--- src/design/ctt_consts.vh ---
// register map, field layout and timing counts of the tick timer
`ifndef CTT_CONSTS_VH
`define CTT_CONSTS_VH

`define CTT_ADDR_W        16
`define CTT_DATA_W        32

// register indices; byte address is four times the index
`define CTT_IDX_CTRL_STAT 16'h0008
`define CTT_IDX_COUNTER   16'h0009
`define CTT_IDX_EVT_STAT  16'h000a
`define CTT_IDX_EVT_CLR   16'h000b
`define CTT_IDX_EVT_EN    16'h000c
`define CTT_IDX_WDOG_SVC  16'h0ff0

// control/status fields
`define CTT_BIT_OVF_FLAG  7
`define CTT_BIT_PER_FLAG  6
`define CTT_BIT_OVF_EN    5
`define CTT_BIT_PER_EN    4
`define CTT_RATE_HI       1
`define CTT_RATE_LO       0
`define CTT_RATE_RESET    2'h3
`define CTT_WDOG_SVC_BIT  0

// event status / clear / enable fields
`define CTT_EVT_OVF       0
`define CTT_EVT_PER       1
`define CTT_EVT_WDOG      2
`define CTT_EVT_W         3

// divider chain
`define CTT_PRESC_W       2
`define CTT_CHAIN_W       15
`define CTT_TICK_W        8
`define CTT_PER_BASE      12
`define CTT_WDOG_W        3
`define CTT_WDOG_LAST     3'h7

// oscillator restart plus stabilisation delay, in bus clock cycles
`define CTT_STARTUP_CYC   4064
`define CTT_STARTUP_W     12

`endif

--- src/design/ctt_chain.v ---
// prescaler, tick counter, periodic tap selector and watchdog divider
`timescale 1ns/1ps
module ctt_chain (
    input  wire       mclk,
    input  wire       rst_n,
    input  wire       chain_clr,
    input  wire       wdog_clr,
    input  wire [1:0] rate_sel,
    output wire [7:0] tick_count,
    output wire       ovf_evt,
    output wire       per_evt,
    output wire       wdog_evt
);
`include "ctt_consts.vh"

    reg  [`CTT_PRESC_W-1:0] presc_q;
    reg  [`CTT_CHAIN_W-1:0] chain_q;
    reg  [`CTT_WDOG_W-1:0]  wdog_q;
    wire                    tick_en;
    wire [`CTT_CHAIN_W-1:0] tap_mask;

    // all-ones test over the low 12..15 bits of the chain
    function [`CTT_CHAIN_W-1:0] ctt_tap_mask;
        input [1:0] sel;
        begin
            ctt_tap_mask = {`CTT_CHAIN_W{1'b1}} >> (2'h3 - sel);
        end
    endfunction

    assign tick_en    = (presc_q == {`CTT_PRESC_W{1'b1}});
    assign tap_mask   = ctt_tap_mask(rate_sel);
    assign tick_count = chain_q[`CTT_TICK_W-1:0];
    assign ovf_evt    = tick_en && (chain_q[`CTT_TICK_W-1:0] == 8'hff);
    // a tap change while the low bits are all ones can drop or add one event
    assign per_evt    = tick_en && ((chain_q & tap_mask) == tap_mask);
    assign wdog_evt   = per_evt && (wdog_q == `CTT_WDOG_LAST);

    always @(posedge mclk or negedge rst_n) begin
        if (!rst_n) begin
            presc_q <= {`CTT_PRESC_W{1'b0}};
            chain_q <= {`CTT_CHAIN_W{1'b0}};
        end else if (chain_clr) begin
            presc_q <= {`CTT_PRESC_W{1'b0}};
            chain_q <= {`CTT_CHAIN_W{1'b0}};
        end else begin
            presc_q <= presc_q + 2'h1;
            if (tick_en) begin
                chain_q <= chain_q + 15'h0001;
            end
        end
    end

    always @(posedge mclk or negedge rst_n) begin
        if (!rst_n) begin
            wdog_q <= {`CTT_WDOG_W{1'b0}};
        end else if (chain_clr || wdog_clr) begin
            wdog_q <= {`CTT_WDOG_W{1'b0}};
        end else if (per_evt) begin
            wdog_q <= wdog_q + 3'h1;
        end
    end

endmodule // ctt_chain

--- src/design/ctt_top.v ---
// tick timer with periodic interrupt, watchdog and apb register slave
// Summary of operation
// - reset clears both irq enables and sets rate select to 11
// - overflow flag sets when tick counter wraps from ff to 00
// - periodic flag sets when selected divider tap becomes active
// - writing zero to a set flag clears it
// - overflow enable gates overflow flag onto the interrupt request
// - periodic enable gates periodic flag onto the interrupt request
// - rate select chooses bus division 2^14, 2^15, 2^16 or 2^17
// - watchdog timeout uses same tap; seven to eight periods
// - counter register is read-only and shows the live tick count
// - reset clears the tick counter
// - chain runs during wait; enabled interrupt wakes the cpu
// - whole chain is cleared on entering stop
// - after stop wake, wait startup delay, clear chain, resume
// - tick counter advances once every four bus clocks
// - watchdog divides periodic output by eight, then resets the cpu
// - writing zero to service bit clears only the watchdog stage
//
// Chosen here: register access over APB.
`timescale 1ns/1ps
module ctt_top #(
    parameter WDOG_PRESENT = 1
) (
    input  wire        mclk,
    input  wire        nrst,
    input  wire        psel,
    input  wire        penable,
    input  wire        pwrite,
    input  wire [15:0] paddr,
    input  wire [31:0] pwdata,
    output wire        pready,
    output reg  [31:0] prdata,
    output wire        pslverr,
    input  wire        stop_req,
    input  wire        ext_wake,
    output wire        irq,
    output wire        cpu_wake,
    output reg         wdog_reset,
    output wire        stopped
);
`include "ctt_consts.vh"

    // stop sequencer: running, held in stop, counting the restart delay
    localparam ST_RUN     = 2'h0;
    localparam ST_STOP    = 2'h1;
    localparam ST_RESTART = 2'h2;

    // reset release
    reg        rst_s1_q;
    reg        rst_n;

    // control/status register
    reg        ovf_flag_q;
    reg        per_flag_q;
    reg        ovf_en_q;
    reg        per_en_q;
    reg  [1:0] rate_q;
    reg        ovf_flag_d;
    reg        per_flag_d;
    reg        ovf_en_d;
    reg        per_en_d;
    reg  [1:0] rate_d;
    wire       ctrl_wr;

    // event status and enable
    reg  [`CTT_EVT_W-1:0] evt_stat_q;
    reg  [`CTT_EVT_W-1:0] evt_en_q;
    reg  [`CTT_EVT_W-1:0] evt_stat_d;

    // wake pin synchroniser
    reg        wake_s1_q;
    reg        wake_s2_q;
    reg        wake_s3_q;
    reg        wake_lvl_q;

    // stop sequencing
    reg  [1:0]                 st_q;
    reg  [1:0]                 st_d;
    reg  [`CTT_STARTUP_W-1:0]  dly_q;
    reg  [`CTT_STARTUP_W-1:0]  dly_d;
    reg                        stop_req_q;
    reg                        chain_clr;
    reg                        stopped_q;

    wire [7:0] tick_count;
    wire       ovf_evt;
    wire       per_evt;
    wire       wdog_evt;
    wire       wdog_fire;

    // bus decode
    wire        wr_en;
    wire        rd_setup;
    wire [15:0] idx;
    wire        hit_cs;
    wire        hit_cnt;
    wire        hit_stat;
    wire        hit_clr;
    wire        hit_en;
    wire        hit_svc;
    wire        mapped;
    wire        wdog_clr;
    reg  [31:0] rd_mux;

    function ctt_hit;
        input [15:0] a;
        input [15:0] index;
        begin
            ctt_hit = (a[15:2] == index[13:0]) && (a[1:0] == 2'h0);
        end
    endfunction

    // two-flop reset release; assertion stays asynchronous
    always @(posedge mclk or negedge nrst) begin
        if (!nrst) begin
            rst_s1_q <= 1'b0;
            rst_n    <= 1'b0;
        end else begin
            rst_s1_q <= 1'b1;
            rst_n    <= rst_s1_q;
        end
    end

    ctt_chain u_chain (
        .mclk       (mclk),
        .rst_n      (rst_n),
        .chain_clr  (chain_clr),
        .wdog_clr   (wdog_clr),
        .rate_sel   (rate_q),
        .tick_count (tick_count),
        .ovf_evt    (ovf_evt),
        .per_evt    (per_evt),
        .wdog_evt   (wdog_evt)
    );

    // timeout can be left out at build time; the divider keeps running anyway
    assign wdog_fire = wdog_evt && (WDOG_PRESENT != 0);

    // zero-wait apb slave; read data is latched in the setup cycle
    assign pready   = 1'b1;
    assign idx      = paddr;
    assign hit_cs   = ctt_hit(idx, `CTT_IDX_CTRL_STAT);
    assign hit_cnt  = ctt_hit(idx, `CTT_IDX_COUNTER);
    assign hit_stat = ctt_hit(idx, `CTT_IDX_EVT_STAT);
    assign hit_clr  = ctt_hit(idx, `CTT_IDX_EVT_CLR);
    assign hit_en   = ctt_hit(idx, `CTT_IDX_EVT_EN);
    assign hit_svc  = ctt_hit(idx, `CTT_IDX_WDOG_SVC);
    assign mapped   = hit_cs | hit_cnt | hit_stat | hit_clr | hit_en | hit_svc;
    // unmapped offsets answer with an error and leave every register alone
    assign pslverr  = psel && penable && !mapped;
    assign wr_en    = psel && penable && pwrite && mapped;
    assign ctrl_wr  = wr_en && hit_cs;
    assign rd_setup = psel && !penable && !pwrite;
    assign wdog_clr = wr_en && hit_svc && !pwdata[`CTT_WDOG_SVC_BIT];

    always @* begin
        rd_mux = 32'h0000_0000;
        if (hit_cs) begin
            rd_mux[`CTT_BIT_OVF_FLAG] = ovf_flag_q;
            rd_mux[`CTT_BIT_PER_FLAG] = per_flag_q;
            rd_mux[`CTT_BIT_OVF_EN]   = ovf_en_q;
            rd_mux[`CTT_BIT_PER_EN]   = per_en_q;
            rd_mux[`CTT_RATE_HI]      = rate_q[1];
            rd_mux[`CTT_RATE_LO]      = rate_q[0];
        end else if (hit_cnt) begin
            rd_mux[7:0] = tick_count;
        end else if (hit_stat) begin
            rd_mux[`CTT_EVT_W-1:0] = evt_stat_q;
        end else if (hit_en) begin
            rd_mux[`CTT_EVT_W-1:0] = evt_en_q;
        end
    end

    // sampled in setup, so a counter read shows the count one clock early
    always @(posedge mclk or negedge rst_n) begin
        if (!rst_n) begin
            prdata <= 32'h0000_0000;
        end else if (rd_setup) begin
            prdata <= rd_mux;
        end
    end

    // control/status next state; a hardware set beats a same-cycle clear
    always @* begin
        ovf_flag_d = ovf_flag_q;
        per_flag_d = per_flag_q;
        ovf_en_d   = ovf_en_q;
        per_en_d   = per_en_q;
        rate_d     = rate_q;
        if (ctrl_wr) begin
            // a written one leaves a flag alone; only a zero clears it
            ovf_flag_d = ovf_flag_q & pwdata[`CTT_BIT_OVF_FLAG];
            per_flag_d = per_flag_q & pwdata[`CTT_BIT_PER_FLAG];
            ovf_en_d   = pwdata[`CTT_BIT_OVF_EN];
            per_en_d   = pwdata[`CTT_BIT_PER_EN];
            // no guard on a live tap change: software services watchdog first
            rate_d     = pwdata[`CTT_RATE_HI:`CTT_RATE_LO];
        end
        if (ovf_evt) begin
            ovf_flag_d = 1'b1;
        end
        if (per_evt) begin
            per_flag_d = 1'b1;
        end
    end

    always @(posedge mclk or negedge rst_n) begin
        if (!rst_n) begin
            ovf_flag_q <= 1'b0;
            per_flag_q <= 1'b0;
            ovf_en_q   <= 1'b0;
            per_en_q   <= 1'b0;
            rate_q     <= `CTT_RATE_RESET;
        end else begin
            ovf_flag_q <= ovf_flag_d;
            per_flag_q <= per_flag_d;
            ovf_en_q   <= ovf_en_d;
            per_en_q   <= per_en_d;
            rate_q     <= rate_d;
        end
    end

    // sticky event status, cleared by writing ones to the clear register
    always @* begin
        evt_stat_d = evt_stat_q;
        if (wr_en && hit_clr) begin
            evt_stat_d = evt_stat_q & ~pwdata[`CTT_EVT_W-1:0];
        end
        if (ovf_evt) begin
            evt_stat_d[`CTT_EVT_OVF] = 1'b1;
        end
        if (per_evt) begin
            evt_stat_d[`CTT_EVT_PER] = 1'b1;
        end
        if (wdog_fire) begin
            evt_stat_d[`CTT_EVT_WDOG] = 1'b1;
        end
    end

    // status bits are sticky; only the clear register or reset drops them
    always @(posedge mclk or negedge rst_n) begin
        if (!rst_n) begin
            evt_stat_q <= {`CTT_EVT_W{1'b0}};
            evt_en_q   <= {`CTT_EVT_W{1'b0}};
        end else begin
            evt_stat_q <= evt_stat_d;
            if (wr_en && hit_en) begin
                evt_en_q <= pwdata[`CTT_EVT_W-1:0];
            end
        end
    end

    // level request, held until software clears the flag
    assign irq = (ovf_flag_q & ovf_en_q)
               | (per_flag_q & per_en_q)
               | (|(evt_stat_q & evt_en_q));
    // the chain never stops for wait, so any enabled request wakes the cpu
    assign cpu_wake = irq;

    // watchdog timeout drives a one-cycle internal reset request
    always @(posedge mclk or negedge rst_n) begin
        if (!rst_n) begin
            wdog_reset <= 1'b0;
        end else begin
            wdog_reset <= wdog_fire;
        end
    end

    // external wake pin: a change counts once stages two and three agree
    always @(posedge mclk or negedge rst_n) begin
        if (!rst_n) begin
            wake_s1_q  <= 1'b0;
            wake_s2_q  <= 1'b0;
            wake_s3_q  <= 1'b0;
            wake_lvl_q <= 1'b0;
        end else begin
            wake_s1_q <= ext_wake;
            wake_s2_q <= wake_s1_q;
            wake_s3_q <= wake_s2_q;
            if (wake_s2_q == wake_s3_q) begin
                wake_lvl_q <= wake_s3_q;
            end
        end
    end

    // stop entry is taken on the rising edge of the cpu's stop request
    always @* begin
        st_d      = st_q;
        dly_d     = dly_q;
        chain_clr = 1'b0;
        case (st_q)
            ST_RUN: begin
                if (stop_req && !stop_req_q) begin
                    st_d      = ST_STOP;
                    chain_clr = 1'b1;
                end
            end
            ST_STOP: begin
                chain_clr = 1'b1;
                if (wake_lvl_q) begin
                    st_d  = ST_RESTART;
                    dly_d = {`CTT_STARTUP_W{1'b0}};
                end
            end
            ST_RESTART: begin
                chain_clr = 1'b1;
                if (dly_q == `CTT_STARTUP_CYC - 1) begin
                    st_d = ST_RUN;
                end else begin
                    dly_d = dly_q + 12'h001;
                end
            end
            default: begin
                st_d      = ST_RUN;
                chain_clr = 1'b1;
            end
        endcase
    end

    // reset exits stop as well, since it returns the sequencer to run
    always @(posedge mclk or negedge rst_n) begin
        if (!rst_n) begin
            st_q       <= ST_RUN;
            dly_q      <= {`CTT_STARTUP_W{1'b0}};
            stop_req_q <= 1'b0;
        end else begin
            st_q       <= st_d;
            dly_q      <= dly_d;
            stop_req_q <= stop_req;
        end
    end

    // registered from the next state, so it moves on the same edge as st_q
    always @(posedge mclk or negedge rst_n) begin
        if (!rst_n) begin
            stopped_q <= 1'b0;
        end else begin
            stopped_q <= (st_d != ST_RUN);
        end
    end

    assign stopped = stopped_q;

endmodule // ctt_top

--- config.mk ---
export PLATFORM = sky130hd
export DESIGN_NAME = ctt_top
export DESIGN_NICKNAME = d
export VERILOG_FILES = /design/src/design/ctt_chain.v /design/src/design/ctt_top.v
export VERILOG_INCLUDE_DIRS = /design/src /design/src/design
export SDC_FILE = /design/constraint.sdc
export NUM_CORES = 1
export LEC_CHECK = 0
export ABC_AREA = 1
export BUFFER_PORTS_ARGS = -buffer_cell sky130_fd_sc_hd__buf_2
export CORE_UTILIZATION = 30
export DETAILED_ROUTE_END_ITERATION = 7
export PLACE_DENSITY = 0.49
export REMOVE_ABC_BUFFERS = 1
export SYNTH_ARGS = -nofsm -noshare
export SYNTH_HDL_FRONTEND = slang
export SYNTH_SLANG_ARGS = --single-unit
--- constraint.sdc ---
create_clock -name mclk -period 5.4 [get_ports mclk]
set_clock_uncertainty 0.05 [all_clocks]
set_input_delay 1.35 -clock mclk [delete_from_list [all_inputs] [get_ports mclk]]
set_output_delay 1.35 -clock mclk [all_outputs]
set_load 0.02 [all_outputs]
== Word-level counts from Yosys, hierarchy flattened ==
Index checks and enable logic that the tools add are counted.

* Multiplexer cells: 29
* Add/sub/neg operators: 5
* Bitwise gates (word level): 15
* Reduce and logical (&&, ||, !) cells: 40
* Shift operators: 1
* Eq/ne operators: 16

{| class="wikitable"
|+ Operators with widths
! operator !! number
|-
| 14-bit by 4-bit == test with 1-bit output (second input constant) || 5
|-
| 15-bit two-way mux || 2
|-
| 12-bit two-way mux || 2
|-
| 12-bit one-hot mux with 2 select lines || 1
|-
| 1-bit logical AND || 21
|-
| 3-bit two-way mux || 6
|-
| 2-bit nonzero test || 9
|-
| 15-bit by 1-bit adder with 15-bit output (second input constant) || 1
|-
| 15-bit bitwise AND || 1
|-
| 15-bit == test || 1
|-
| 15-bit by 2-bit right shift with 15-bit output (first input constant) || 1
|-
| 14-bit by 12-bit == test with 1-bit output (second input constant) || 1
|-
| 12-bit by 1-bit adder with 12-bit output (second input constant) || 1
|-
| 12-bit == test (second input constant) || 1
|-
| 2-bit two-way mux || 6
|-
| 1-bit two-way mux || 9
|-
| 8-bit == test (second input constant) || 1
|-
| 1-bit OR || 7
|-
| 3-bit bitwise AND || 2
|-
| 2-bit one-hot mux with 3 select lines || 1
|-
| 1-bit zero test || 5
|-
| 5-bit two-way mux || 1
|-
| 1-bit bitwise AND || 4
|-
| 2-bit == test (second input constant) || 2
|-
| other kinds (13) || 15
|}

* Bits of input ports: 55
* Output and inout bits: 38
* Register bits: 63
* Logic and storage cells: 130

== Longest topological paths before layout ==
Gate-level depths: netlist of the first run.

* Depth after elaboration: 12
* Depth in mapped cells: 10
* Gate-level depth less buffers: 10

== By module ==
A second synthesis of the first run with hierarchy kept.

* Cells, all modules: 478
* Area, all modules: 3777.4 um2

{| class="wikitable"
|+ By module, submodules not included
! module !! cells each !! instances !! area each (um2) !! sequential area each (um2)
|-
| ctt_top || 311 || 1 || 2538.7 || 1078.5
|-
| ctt_chain || 167 || 1 || 1238.7 || 500.5
|}

== Worst setup path before layout of the first run ==
OpenSTA, ideal clock, no wires.

* Path kind: input to output
* Start point: in paddr[11]
* End point: out pslverr
* Buffers on the path: 1
* Stages on the path: 6
* Path slack: 1831 ps
* Required time: 4000 ps
* Arrival time: 2169 ps
* Cells stage by stage: or2_4 -> nor2_4 -> buf_6 -> nand2_4 -> nand3_4 -> nor2_1

* Word-level cells in the longest chain between the ends: 9
* Elaborated cells between the ends (all ways): 19
* Classes of those cells: 6 x eq/ne; 5 x bitwise; 8 x reduce/logical

{| class="wikitable"
|+ Ends and longest elaborated chain
! item !! line !! source
|-
| start: declaration || ctt_top.v:30 || <nowiki>input wire [15:0] paddr,</nowiki>
|-
| 14-bit by 4-bit == test with 1-bit output || ctt_top.v:110 || <nowiki>ctt_hit = (a[15:2] == index[13:0]) && (a[1:0] == 2'h0);</nowiki>
|-
| 1-bit logical AND || ctt_top.v:110 ||
|-
| 1-bit OR (4 in a row) || ctt_top.v:149 || <nowiki>assign mapped = hit_cs | hit_cnt | hit_stat | hit_clr | hit_en | hit_svc;</nowiki>
|-
| 1-bit OR * || ctt_top.v:149 ||
|-
| 1-bit zero test * || ctt_top.v:151 || <nowiki>assign pslverr = psel && penable && !mapped;</nowiki>
|-
| 1-bit logical AND * || ctt_top.v:151 ||
|-
| end: declaration || ctt_top.v:34 || <nowiki>output wire pslverr,</nowiki>
|}

Every way passes the cells marked *; elsewhere a longest branch is shown, timed or not.

== Worst setup path after layout of the first run ==
Same ends and word-level chain as after synthesis.

==> flow_summary.json, run 1 <==
{
  "synth.area.top_cells": "dfrtp_1 42%, nand2_1 11%, inv_1 5.5%, buf_4 5.4%, nor2_1 4.9%",
  "async_flop_share_pct": 100,
  "seq_area_frac_synth_pct": 43.6,
  "multiInputGateArea_um2": 1680,
  "switching_share_pct": 29.1,
  "netlist_instances": 458,
  "cts_sinks": 63,
  "layout_common_cells": "103 x nand2_1, 60 x dfrtp_1, 53 x inv_1, 47 x nor2_1, 42 x buf_2",
  "vdd_drop_max_uv": 149,
  "seqCellArea_um2": 1580,
  "cp-start-kind": "input pin",
  "synthesis.area_per_instance_um2": 7.91,
  "reg2regPathDepth": 9,
  "antenna_found_initial": 0,
  "synth_top_family_by_area": "simple AND/OR/NAND/NOR gates",
  "ys_warn_count": 0,
  "synth_xor_area_share_pct": 1.21,
  "drc_errors": 6,
  "fp.dieH_um": 112,
  "finalWirelength_mm": 7.68,
  "synthAdderAreaFrac_pct": 2.00,
  "cts_inserted_buffers": 9,
  "clock_latency_ns": 0.33,
  "synthMuxAreaShare_pct": 0,
  "grt_max_degree": 62,
  "failed_checks": "design-rule violations",
  "drive_gt1_share_pct": 18.4,
  "placed_cells": 637,
  "fin_ws_ns": 1.45,
  "relSlewSlack_pct": 47.6,
  "grt_pass1_vias": 2801,
  "synth_compound_area_share_pct": 8.18,
  "drt_iter0_drc": 150,
  "htree_levels": 3,
  "dieWidth_um": 112,
  "holdBufCountCts": 0,
  "drv_slew": 0,
  "overflow": 0,
  "yosys.area_share.simple_pct": 32.2,
  "hp-class": "register to register",
  "post-place-ws_ns": 1.45,
  "min_period_ns": 3.95,
  "leakagePower_nw": 2.05,
  "worstHoldStart": "rst_s1_q$_DFF_PN0_",
  "final_common_cell": "nand2_1",
  "clk_path_buf_depth": 2,
  "stdcell_count": 653,
  "path_cells": "buf_2 -> or2_4 -> nor2_4 -> nand2_2 -> nand3_4 -> nor2_1 -> buf_2",
  "power.density_nw_per_um2": 334,
  "setup_viol": 0,
  "yosys.area.top_type_share_pct": 42.1,
  "viasPerCell": 4.56,
  "post-cts-setup-buffer-count": 0,
  "numPortBuffers": 42,
  "cp_max_fo": 11,
  "first_pass_iters": 6,
  "cts_resized": 0,
  "tns_ns": 0,
  "crit_required_ns": 4.00,
  "yosysUniqueCellTypes": 44,
  "io_pins": 93,
  "p_clk_share_pct": 45.0,
  "timing.rr.start": "st_q[0]$_DFF_PN0_",
  "die_area_um2": 12500,
  "seqPwrFrac_pct": 38.3,
  "post_drt_wl_per_cell_um": 11.8,
  "dp_hpwl_mm": 5.79,
  "power.net_switching_w": 0.000410,
  "cts_tree": "built",
  "fmax_mhz": 253,
  "cp.depth": 7,
  "fin_area_um2": 4220,
  "end_kind": "primary output",
  "n_fill_cell": 1247,
  "cp_slowest_stage_delay_ns": 0.31,
  "critPathTopFamily": "simple AND/OR/NAND/NOR gates",
  "p_int_w": 0.00100,
  "pwr-share-comb_pct": 16.7,
  "synth_edf_count": 0,
  "routed-via-count": 2977,
  "final_hold_viol_count": 0,
  "critPathBufInv": 2,
  "cts-root-buf": "clkbuf_16",
  "status": "finished with violations",
  "ant_nets": 0,
  "grt_pass1_wl_mm": 13.3,
  "synth-seq-cells": 63,
  "startpoint": "paddr[11]",
  "slowest_stage": "nor2_4",
  "grt_usage_pct": 13.4,
  "worstMarginPinSlew_ns": 0.785,
  "synth_top_flop_cell": "dfrtp_1",
  "synth_area_leader_cell": "dfrtp_1",
  "gp_congestion": 0.826,
  "cts.clk_slew.worst_paths_ns": 0.05,
  "dpl_cell_area_um2": 3880,
  "cap_violations": 0,
  "num_rows": 39,
  "crit_top_cell": "buf_2",
  "holdPathStages": 0,
  "core_um2": 11600,
  "fin_crit_sh_pct": 73.1,
  "nets": 565,
  "initial_core_util_pct": 31.2,
  "rsz0062_at_grt": "false",
  "area_delta_synth_final_pct": 16.4,
  "netlist_area_um2": 3620,
  "antenna_cells": 0,
  "whs_ns": 0.308,
  "arrival_ns": 2.55,
  "path_class": "input pin to primary output"
}
==> stage by stage <==
step	total power [W]	util, %
finish	0.00141	36.3
global route	0.00149	36.3
CTS	0.00144	36.3
detailed placement	0.000788	33.5
global placement	0.000784	33.5
floorplan	0.000712	-
==> worst register-to-register path: cells and delay by family, from the launching register on <==
| kind | cells | cell delay [ns] |
|---|---|---|
| flip-flops | 1 | 0.43 |
| AND/OR/NAND/NOR | 8 | 1.32 |
| buffers and inverters | 1 | 0.06 |
==> final timing paths <==
kind	to	slack, ns
setup reg to reg	u_chain.chain_q[11]$_DFFE_PN0P_	3.46
max in group asynchronous	u_chain.wdog_q[2]$_DFFE_PN0P_	4.40
min in group asynchronous	dly_q[10]$_DFFE_PN0P_	0.36
hold reg to reg	rst_n$_DFF_PN0_	0.31
hold / removal	rst_n$_DFF_PN0_	0.31
setup / recovery	pslverr	1.45
==> per-layer routing <==
metal	up-vias	GRT usage [%]	wire length, um
met5	-	0	0
met4	0	3.42	76
met3	7	4.25	339
met2	64	21.1	3540
met1	1378	17.7	3730
li1	1528	-	-
==> cells in the mapped netlist (3+ instances only) <==
cell type	n
buf_2	4
dfrtp_1	61
o21ai_1	17
nand3_1	28
ha_1	5
xor2_1	5
a21oi_1	18
nor2_2	6
nand3_4	3
nor3_1	11
nand2_1	103
nand4_1	19
o21ai_0	10
nor2_1	47
inv_2	5
nor2_4	3
inv_1	53
nand2_2	3
buf_4	26
==> power by group through the flow <==
stage,Combinational [W],Clock [W],Sequential (W)
final,0.000235,0.000634,0.000540
after global routing,0.000270,0.000676,0.000547
after CTS,0.000239,0.000656,0.000541
after detailed placement,0.000240,0,0.000548
after global placement,0.000237,0,0.000547
after floorplan,0.000153,0,0.000560
==> cell families after synthesis <==
kind of cell | count (synthesis)
AOI/OAI and AO/OA | 54
xor gates and xnor gates | 5
adders and majority gates | 6
buffers and inverters | 92
DFF | 63
other | 2
and+or+nand+nor | 236
==> flip-flops by register name (all words and copies together), names as in the netlist, 2 cells and up <==
signal / cells
dly_q: 12
evt_en_q: 3
evt_stat_q: 3
prdata: 8
rate_q: 2
st_q: 2
u_chain.chain_q: 15
u_chain.presc_q: 2
u_chain.wdog_q: 3
==> layout make-up <==
class	instances	area share, %
inverters	61	5.46
multi-input cells	327	39.8
repair buffers	43	5.16
flip-flops and latches	63	37.5
clock buffers	11	5.99
clock inverters	5	1.90
well taps	143	4.24
No activity file was read; power rests on OpenSTA's default activity.
==> run 2, diff against run 1 <==
clock period = 4 ns   (was 5.4 ns; I/O delays follow)
==> run 2 against run 1 <==
  * The flow still finishes with violations (design-rule violations)
  * Non-clock buffer count unchanged
  * Flip-flop and latch count stayed put
  * Setup slack worse by 0.69 ns
  * Die area stayed put
  * Critical endpoint unchanged
  * Highest routed layer unchanged
==> flow_summary.json, run 2 (synthesis results as in run 1) <==
{
  "fp.dieH_um": 112,
  "dp_hpwl_mm": 5.95,
  "drt_iter0_drc": 168,
  "cp_slowest_stage_delay_ns": 0.31,
  "slowest_stage": "nor2_4",
  "viasPerCell": 4.52,
  "vdd_drop_max_uv": 214,
  "cp-start-kind": "input pin",
  "rsz0062_at_grt": "false",
  "cts_sinks": 63,
  "io_pins": 93,
  "n_fill_cell": 1218,
  "path_cells": "buf_2 -> or2_4 -> nor2_4 -> nand2_2 -> nand3_4 -> nor2_1 -> buf_2",
  "grt_pass1_vias": 2915,
  "holdBufCountCts": 0,
  "cts_tree": "built",
  "cp_max_fo": 11,
  "final_hold_viol_count": 0,
  "initial_core_util_pct": 31.2,
  "drc_errors": 6,
  "min_period_ns": 3.24,
  "met1_usage_pct": 18.6,
  "setup_viol": 0,
  "overflow": 0,
  "clk_path_buf_depth": 2,
  "cap_violations": 0,
  "numPortBuffers": 42,
  "grt_busiest_layer": "met2",
  "critPathTopFamily": "simple AND/OR/NAND/NOR gates",
  "met3_usage_pct": 4.52,
  "relSlewSlack_pct": 55.0,
  "hp-class": "register to async pin",
  "r2r_slack_ns": 2.09,
  "drive_gt1_share_pct": 18.4,
  "dieWidth_um": 112,
  "die_area_um2": 12500,
  "crit_required_ns": 2.95,
  "critPathBufInv": 2,
  "antenna_cells": 0,
  "cts-root-buf": "clkbuf_16",
  "leakagePower_nw": 2.04,
  "arrival_ns": 2.19,
  "fmax_mhz": 309,
  "worstMarginPinSlew_ns": 0.674,
  "drv_slew": 0,
  "largest_registers": "u_chain.chain_q: 15 flops, dly_q: 12 flops, prdata: 8 flops",
  "layout_common_cells": "103 x nand2_1, 60 x dfrtp_1, 53 x inv_1, 47 x nor2_1, 42 x buf_2",
  "cts_resized": 0,
  "largest_register_ffs": 15,
  "post-cts-setup-buffer-count": 0,
  "num_rows": 39,
  "grt_max_degree": 38,
  "nets": 565,
  "htree_levels": 3,
  "first_pass_iters": 6,
  "ant_nets": 0,
  "final_common_cell": "nand2_1",
  "antenna_found_initial": 0,
  "seqCellArea_um2": 1580,
  "failed_checks": "design-rule violations",
  "status": "finished with violations",
  "reg2reg_to": "u_chain.chain_q[11]$_DFFE_PN0P_",
  "grt_use_met2_pct": 21.9,
  "cts.clk_slew.worst_paths_ns": 0.05,
  "core_um2": 11600,
  "end_kind": "primary output",
  "power.density_nw_per_um2": 442,
  "routed-via-count": 2953,
  "clock_latency_ns": 0.33,
  "multiInputGateArea_um2": 1680,
  "cts_inserted_buffers": 9,
  "reg2regPathDepth": 9,
  "top_register": "u_chain.chain_q",
  "grt_pass1_wl_mm": 13.9,
  "crit_top_cell": "buf_2",
  "path_class": "input pin to primary output",
  "tns_ns": 0,
  "grt_usage_pct": 14.1,
  "fin_total_pwr_w": 0.00186,
  "finalWirelength_mm": 7.75,
  "post_drt_wl_per_cell_um": 11.9,
  "timing.rr.start": "st_q[0]$_DFF_PN0_",
  "fin_crit_sh_pct": 81.0,
  "gp_congestion": 0.836,
  "area_delta_synth_final_pct": 16.0
}
## run 2: cell count changes in the layout (fill, tap and decap cells not counted)
cell | before | now
bufinv_16 | 2 | 1
clkbuf_8 | 2 | 3
clkinv_2 | 2 | 1
clkinvlp_4 | 2 | 3
## run 2: final cells by class
class                           instances  area share [%]
Sequential cell                        63            37.6
Timing Repair Buffer                   43            5.18
Clock buffer                           12            6.34
Clock inverter                          4            1.25
Inverter                               61            5.48
Tap cell                              143            4.26
Multi-Input combinational cell        327            39.9
## run 2: worst max-delay path by stage
stage | slack [ns] | depth (start not counted) | from | to
finish | 0.76 | 7 | paddr[11] | pslverr
global route | 0.65 | 8 | paddr[15] | pslverr
CTS | 0.75 | 7 | paddr[11] | pslverr
detailed placement | 0.76 | 7 | paddr[11] | pslverr
global placement | 0.77 | 7 | paddr[11] | pslverr
floorplan | 1.05 | 5 | paddr[11] | pslverr
## run 2: worst register-to-register path: stages (launching register included)
cell and delay, ns:
dfrtp_1 0.43, nor2_1 0.15, inv_1 0.06, nor2_2 0.52, nand2_1 0.25, nand2_1 0.12
nor3_1 0.06, nand2_1 0.06, nand2_1 0.04, nor2_1 0.11
## run 2: layer usage
metal  vias up  routed length, um
li1       1529                  -
met1      1350               3810
met2        63               3510
met3        11                325
met4         0                110
met5         -                  0
## run 2: per-stage QoR
stage,cells,setup WS [ns],hold WS [ns],cell area [um2],utilization [%]
final,653,0.761,0.210,4200,36.2
after global routing,653,0.654,0.271,4200,36.2
after CTS,653,0.751,0.239,4200,36.2
after detailed placement,637,0.757,0.236,3880,33.5
after global placement,637,0.770,0.231,3880,33.5
after floorplan,451,1.05,0.281,3490,-
## run 2: power by group
| part | leakage, nW | internal (W) | switching (W) |
|---|---|---|---|
| combinational | 1.09 | 0.0000827 | 0.000231 |
| clock | 0.147 | 0.000533 | 0.000279 |
| sequential | 0.807 | 0.000690 | 0.0000444 |
| total | 2.04 | 0.00131 | 0.000555 |
